$ cat src/pis_pkg.sv
// Package for the shared PCI interrupt steering and trigger select block.
// Assumes a byte-wide configuration port with an 8-bit index.
package pis_pkg;

	localparam int          IRQ_COUNT    = 16;
	localparam int          LINE_COUNT   = 4;
	localparam int          SYNC_STAGES  = 3;

	// Configuration indices
	localparam logic [7:0]  ADDR_ROUTE_A = 8'h52;
	localparam logic [7:0]  ADDR_ROUTE_B = 8'h53;
	localparam logic [7:0]  ADDR_ROUTE_C = 8'h54;
	localparam logic [7:0]  ADDR_ROUTE_D = 8'h55;
	localparam logic [7:0]  ADDR_LOWER   = 8'h56;
	localparam logic [7:0]  ADDR_UPPER   = 8'h57;

	// Field positions
	localparam int          ROUTE_EN_BIT = 7;
	localparam int          REFRESH_BIT  = 0;

	// Implemented bits; the others ignore writes and read as zero
	localparam logic [7:0]  MASK_ROUTE   = 8'h8F;
	localparam logic [7:0]  MASK_LOWER   = 8'hF8;
	localparam logic [7:0]  MASK_UPPER   = 8'hDF;

	// Values after reset
	localparam logic [7:0]  RST_ROUTE    = 8'h00;
	localparam logic [7:0]  RST_LOWER    = 8'h00;
	localparam logic [7:0]  RST_UPPER    = 8'h00;
	localparam logic [7:0]  RST_RDATA    = 8'h00;

	// Request levels that may take a shared line
	localparam logic [15:0] IRQ_ALLOWED  = 16'hDEF8;

	typedef struct packed
	{
		logic [7:0] addr;
		logic [7:0] wdata;
		logic       wr;
		logic       rd;
	} pis_bus_t;

endpackage

$ cat src/pis_top.sv
// Steering of four shared PCI interrupt lines onto legacy request inputs,
// with per-input trigger mode overrides and the refresh enable.
// Assumes the shared lines are active-low pins from outside the clock domain,
// and a configuration master that keeps to one-cycle strobes.
//
// The plain strobed port was decided locally.

module pis_top
(
	input  wire logic        REF_CLK_I,
	input  wire logic        RESET_N_I,
	input  wire logic [7:0]  ADDR_I,
	input  wire logic [7:0]  WR_DATA_I,
	input  wire logic        WR_I,
	input  wire logic        RD_I,
	input  wire logic [3:0]  SHARED_LINE_N_I,
	output logic      [7:0]  RD_DATA_O,
	output logic      [15:0] REQ_O,
	output logic      [15:0] LEVEL_MODE_O,
	output logic             REFRESH_EN_O
);

	function automatic logic code_valid(input logic [3:0] code);
		code_valid = pis_pkg::IRQ_ALLOWED[code];
	endfunction

	function automatic logic route_hit(input logic [7:0] addr);
		route_hit = (addr >= pis_pkg::ADDR_ROUTE_A) && (addr <= pis_pkg::ADDR_ROUTE_D);
	endfunction

	pis_pkg::pis_bus_t bus;

	logic [7:0]  route [pis_pkg::LINE_COUNT];
	logic [7:0]  next_route [pis_pkg::LINE_COUNT];
	logic [7:0]  lower_trigger_mode;
	logic [7:0]  next_lower_trigger_mode;
	logic [7:0]  upper_trigger_mode_refresh;
	logic [7:0]  next_upper_trigger_mode_refresh;
	logic [7:0]  next_rd_data;

	logic [3:0]  sync_1;
	logic [3:0]  sync_2;
	logic [3:0]  sync_3;
	logic [3:0]  line_active;
	logic [3:0]  next_line_active;

	logic [15:0] next_req;
	logic [15:0] next_level_mode;
	logic        next_refresh_en;

	assign bus = '{addr: ADDR_I, wdata: WR_DATA_I, wr: WR_I, rd: RD_I};

	// Register writes and read data
	always_comb
	begin
		logic [1:0] idx;
		idx = 2'(bus.addr - pis_pkg::ADDR_ROUTE_A);
		next_route                     = route;
		next_lower_trigger_mode        = lower_trigger_mode;
		next_upper_trigger_mode_refresh = upper_trigger_mode_refresh;
		next_rd_data                   = pis_pkg::RST_RDATA;
		if (bus.wr)
		begin
			if (route_hit(bus.addr))
			begin
				next_route[idx] = bus.wdata & pis_pkg::MASK_ROUTE;
			end
			if (bus.addr == pis_pkg::ADDR_LOWER)
			begin
				next_lower_trigger_mode = bus.wdata & pis_pkg::MASK_LOWER;
			end
			if (bus.addr == pis_pkg::ADDR_UPPER)
			begin
				next_upper_trigger_mode_refresh = bus.wdata & pis_pkg::MASK_UPPER;
			end
		end
		if (bus.rd)
		begin
			if (route_hit(bus.addr))
			begin
				next_rd_data = route[idx];
			end
			else if (bus.addr == pis_pkg::ADDR_LOWER)
			begin
				next_rd_data = lower_trigger_mode;
			end
			else if (bus.addr == pis_pkg::ADDR_UPPER)
			begin
				next_rd_data = upper_trigger_mode_refresh;
			end
		end
	end

	always_ff @(posedge REF_CLK_I or negedge RESET_N_I)
	begin
		if (!RESET_N_I)
		begin
			for (int i = 0; i < pis_pkg::LINE_COUNT; i++)
			begin
				route[i] <= pis_pkg::RST_ROUTE;
			end
			lower_trigger_mode         <= pis_pkg::RST_LOWER;
			upper_trigger_mode_refresh <= pis_pkg::RST_UPPER;
			RD_DATA_O                  <= pis_pkg::RST_RDATA;
		end
		else
		begin
			route                      <= next_route;
			lower_trigger_mode         <= next_lower_trigger_mode;
			upper_trigger_mode_refresh <= next_upper_trigger_mode_refresh;
			RD_DATA_O                  <= next_rd_data;
		end
	end

	// Shared line synchroniser, a change counts once stages two and three agree
	always_comb
	begin
		next_line_active = line_active;
		for (int i = 0; i < pis_pkg::LINE_COUNT; i++)
		begin
			if (sync_2[i] == sync_3[i])
			begin
				next_line_active[i] = !sync_3[i];
			end
		end
	end

	always_ff @(posedge REF_CLK_I or negedge RESET_N_I)
	begin
		if (!RESET_N_I)
		begin
			sync_1      <= 4'hF;
			sync_2      <= 4'hF;
			sync_3      <= 4'hF;
			line_active <= 4'h0;
		end
		else
		begin
			sync_1      <= SHARED_LINE_N_I;
			sync_2      <= sync_1;
			sync_3      <= sync_2;
			line_active <= next_line_active;
		end
	end

	// Routed requests and trigger mode outputs
	always_comb
	begin
		next_req = 16'h0000;
		for (int i = 0; i < pis_pkg::LINE_COUNT; i++)
		begin
			if (route[i][pis_pkg::ROUTE_EN_BIT] && line_active[i])
			begin
				if (code_valid(route[i][3:0]))
				begin
					next_req[route[i][3:0]] = 1'b1;
				end
			end
		end
		next_level_mode = {upper_trigger_mode_refresh[7:6], 1'b0, upper_trigger_mode_refresh[4:1], 1'b0,
			lower_trigger_mode[7:3], 3'h0};
		next_refresh_en = upper_trigger_mode_refresh[pis_pkg::REFRESH_BIT];
	end

	always_ff @(posedge REF_CLK_I or negedge RESET_N_I)
	begin
		if (!RESET_N_I)
		begin
			REQ_O        <= 16'h0000;
			LEVEL_MODE_O <= 16'h0000;
			REFRESH_EN_O <= 1'b0;
		end
		else
		begin
			REQ_O        <= next_req;
			LEVEL_MODE_O <= next_level_mode;
			REFRESH_EN_O <= next_refresh_en;
		end
	end

	logic fresh;

	always_ff @(posedge REF_CLK_I or negedge RESET_N_I)
	begin
		if (!RESET_N_I)
		begin
			fresh <= 1'b1;
		end
		else
		begin
			fresh <= 1'b0;
		end
	end
endmodule

$ cat config.mk
export PLATFORM = sky130hd
export DESIGN_NAME = pis_top
export DESIGN_NICKNAME = d
export VERILOG_FILES = /design/src/pis_pkg.sv /design/src/pis_top.sv
export SDC_FILE = /design/constraint.sdc
export NUM_CORES = 1
export LEC_CHECK = 0
export BUFFER_PORTS_ARGS = -buffer_cell sky130_fd_sc_hd__buf_2
export CAP_MARGIN = 0
export CORE_MARGIN = 3
export CORE_UTILIZATION = 45
export CTS_CLUSTER_DIAMETER = 150
export DETAILED_ROUTE_END_ITERATION = 12
export PLACE_DENSITY = 0.66
export SLEW_MARGIN = 10
export SYNTH_ARGS = -nofsm -noshare
export SYNTH_HDL_FRONTEND = slang
export SYNTH_SLANG_ARGS = --single-unit
$ cat constraint.sdc
create_clock -name REF_CLK_I -period 2 [get_ports REF_CLK_I]
set_input_delay 0.2 -clock REF_CLK_I [delete_from_list [all_inputs] [get_ports REF_CLK_I]]
set_output_delay 0.2 -clock REF_CLK_I [all_outputs]
set_load 0.005 [all_outputs]
==> impl_metrics.env <==
export IMPL_hp_class="primary input to flip-flop"
export IMPL_dp_hpwl_mm=5.10
export IMPL_cts_buffers=9
export IMPL_htree_levels=3
export IMPL_cts_tree="done"
export IMPL_critPathLaunchType="primary input"
export IMPL_crit_fanout=6
export IMPL_drive_above_1_share_pct=39.2
export IMPL_cts_sinks=84
export IMPL_drv_slew=0
export IMPL_synth_cell_area_mm2=0.00342
export IMPL_row_count=31
export IMPL_grt_use_total_pct=17.9
export IMPL_initial_core_util_pct=46.7
export IMPL_io_buffers=59
export IMPL_wl_mm=7.05
export IMPL_p_leak_nw=2.01
export IMPL_synth_cell_type_count=39
export IMPL_worst_pin_slew_ns=0.517
export IMPL_ioPinCount=65
export IMPL_vias=2286
export IMPL_grt_pass1_wl_mm=11.8
export IMPL_crit_type="primary input to flip-flop"
export IMPL_slew_headroom_pct=65.5
export IMPL_ys_seq_area_share_pct=61.9
export IMPL_nets=353
export IMPL_drt_iter0_markers=184
export IMPL_grt_pass1_vias=2269
export IMPL_clk_pin_slew_ns=0.09
export IMPL_coreArea_mm2=0.00733
export IMPL_cts_setup_buffers=0
export IMPL_insertion_delay_ns=0.35
export IMPL_setup_tns_ns=0
export IMPL_wire_per_inst_um=16.3
export IMPL_synth_seq_cells=84
export IMPL_required_ns=2.24
export IMPL_drc_errors=0
export IMPL_setup_viol=0
export IMPL_power_density_mw_per_mm2=774
export IMPL_num_antenna_cells=0
export IMPL_syn_instance_count=254
export IMPL_overflow=0
export IMPL_yosysWarningCount=0
export IMPL_maxCapViolations=0
export IMPL_area_delta_synth_final_pct=19.6
export IMPL_dp_cells=412
export IMPL_antenna_found_initial=0
export IMPL_status="finished clean"
export IMPL_die_width_um=93.2
export IMPL_fin_ws_ns=0.531
export IMPL_max_freq_ghz=0.681
export IMPL_cts_buffer_depth=2
export IMPL_place_congestion=0.868
export IMPL_die_h_um=93.2
export IMPL_hold_violations=0
export IMPL_drt_vias_per_instance=5.28
export IMPL_fin_cells=433
export IMPL_grt_max_degree=46
export IMPL_cts_root_buf="clkbuf_8"
export IMPL_ant_nets=0
export IMPL_first_pass_iters=4
export IMPL_avgSynthCellArea_um2=13.5
export IMPL_ir_worst_vdd_mv=0.356
export IMPL_crit_arrival_ns=1.71
export IMPL_end_kind="flip-flop"
export IMPL_preCtsSetupSlack_ns=0.160
export IMPL_dieArea_mm2=0.00869
export IMPL_period_share_pct=73.5
export IMPL_fin_crit_ns=1.47
export IMPL_rsz0062_at_grt="false"
export IMPL_fin_worst_skew_ns=0.00923
[worst paths after layout]
check / start / slack, ns / to / depth (start not counted)
hold reg to reg: sync_1[2] / 0.36 / sync_2[2] / 0
setup reg to reg: route[19] / 0.58 / REQ_O[4] / 3
hold / removal: WR_DATA_I[5] / 0.08 / lower_trigger_mode[5] / 2
min in group asynchronous: RESET_N_I / 0.36 / route[0] / 2
setup / recovery: ADDR_I[5] / 0.53 / route[9] / 5
max in group asynchronous: RESET_N_I / 0.97 / sync_2[0] / 3
[cells in the final DEF, fill, tap and decap left out, types with 2 or more instances in the layout]
master          n
dfrtp_1        72
buf_2          58
mux2_2         22
nand2_1        17
nor3_1         13
nor2_1         12
dfstp_2        12
clkbuf_8       11
conb_1         10
nand2b_1       10
mux2_4         10
o22ai_1         6
o21ai_0         6
nand4b_1        5
nor4_1          5
or4_1           5
mux4_2          5
dlygate4sd3_1   5
nand4_1         4
mux2i_1         4
buf_4           4
nor2b_1         3
a21oi_1         3
a22oi_1         3
nand3_1         2
nand3b_1        2
o22a_1          2
o221ai_1        2
nor3b_1         2
inv_1           2
or3_1           2
inv_6           2
[sequential cells by signal (all words and copies together), names as in the netlist, 4 cells and up]
name,count
route,20
REQ_O,16
LEVEL_MODE_O,11
RD_DATA_O,8
upper_trigger_mode_refresh,7
lower_trigger_mode,5
line_active,4
sync_1,4
sync_2,4
sync_3,4
[worst max-delay path, cell delays in order]
cell and delay (ns):
buf_2 0.10, and4bb_2 0.31, nand3b_2 0.13, or4_1 0.60, mux2_4 0.36
[cells in the mapped netlist]
cell | instances | area, um2
dfrtp_1 | 72 | 1800
mux2_2 | 22 | 248
nand2_1 | 17 | 63.8
nor3_1 | 13 | 65.1
dfstp_2 | 12 | 315
nor2_1 | 12 | 45.0
mux2_4 | 10 | 150
nand2b_1 | 10 | 62.6
o21ai_0 | 6 | 30.0
o22ai_1 | 6 | 37.5
buf_4 | 5 | 37.5
mux4_2 | 5 | 113
nand4b_1 | 5 | 43.8
nor4_1 | 5 | 31.3
or4_1 | 5 | 37.5
buf_2 | 4 | 20.0
clkbuf_1 | 4 | 15.0
mux2i_1 | 4 | 40.0
nand4_1 | 4 | 25.0
a21oi_1 | 3 | 15.0
a22oi_1 | 3 | 22.5
nor2b_1 | 3 | 18.8
inv_1 | 2 | 7.51
nand3_1 | 2 | 10.0
nand3b_1 | 2 | 15.0
nor3b_1 | 2 | 15.0
o221ai_1 | 2 | 17.5
o22a_1 | 2 | 17.5
or3_1 | 2 | 12.5
a211o_1 | 1 | 8.76
a21o_1 | 1 | 7.51
a311o_1 | 1 | 10.0
a31oi_1 | 1 | 6.26
and4bb_2 | 1 | 12.5
conb_1 | 1 | 3.75
nand3b_2 | 1 | 11.3
nor4_2 | 1 | 12.5
o211ai_1 | 1 | 7.51
xnor2_1 | 1 | 8.76
[per-layer routing]
| metal | vias up | track usage (%) | routed length (um) |
|---|---|---|---|
| li1 | 1073 | - | - |
| met4 | 0 | 7.08 | 109 |
| met2 | 72 | 27.1 | 3370 |
| met3 | 10 | 3.62 | 347 |
| met5 | - | 0 | 0 |
| met1 | 1131 | 25.4 | 3220 |
[area by class of cell]
type / instances / area [um2]
Multi-Input combinational cell: 164 / 1260
Clock buffer: 11 / 151
Fill cell: 633 / 3240
Timing Repair Buffer: 68 / 390
Sequential cell: 84 / 2120
Tap cell: 99 / 124
Inverter: 2 / 7.51
Clock inverter: 5 / 42.5
[cells by family after synthesis]
family | count (synthesis) | share of synthesized area [%]
AND/OR/NAND/NOR | 85 | 14.1
AO/OA/AOI/OAI | 27 | 5.27
XOR/XNOR | 1 | 0.256
flip-flops | 84 | 61.9
buffers and inverters | 15 | 2.34
other | 1 | 0.110
multiplexers | 41 | 16.1
[where the power goes]
group | leakage [nW] | internal, mW | total [mW] | switching, mW
Combinational | 0.805 | 0.0870 | 0.189 | 0.102
Sequential | 1.10 | 1.77 | 1.82 | 0.0513
Clock | 0.102 | 0.537 | 1.16 | 0.621
[through the flow]
step	cell area (um2)	util, %	power [mW]	hold slack (ns)
floorplan	3460	-	1.93	-0.0956
global placement	3850	52.5	2.03	0.207
detailed placement	3850	52.5	2.04	0.207
CTS	4090	55.8	3.21	0.0645
global route	4090	55.8	3.32	0.0739
finish	4090	55.8	3.17	0.0823
[repair_timing]
action,CTS,global route
resized for setup,0,0
endpoints found under the hold margin,43,0
hold buffers,5,0
Power figures use the tool's default switching activity.
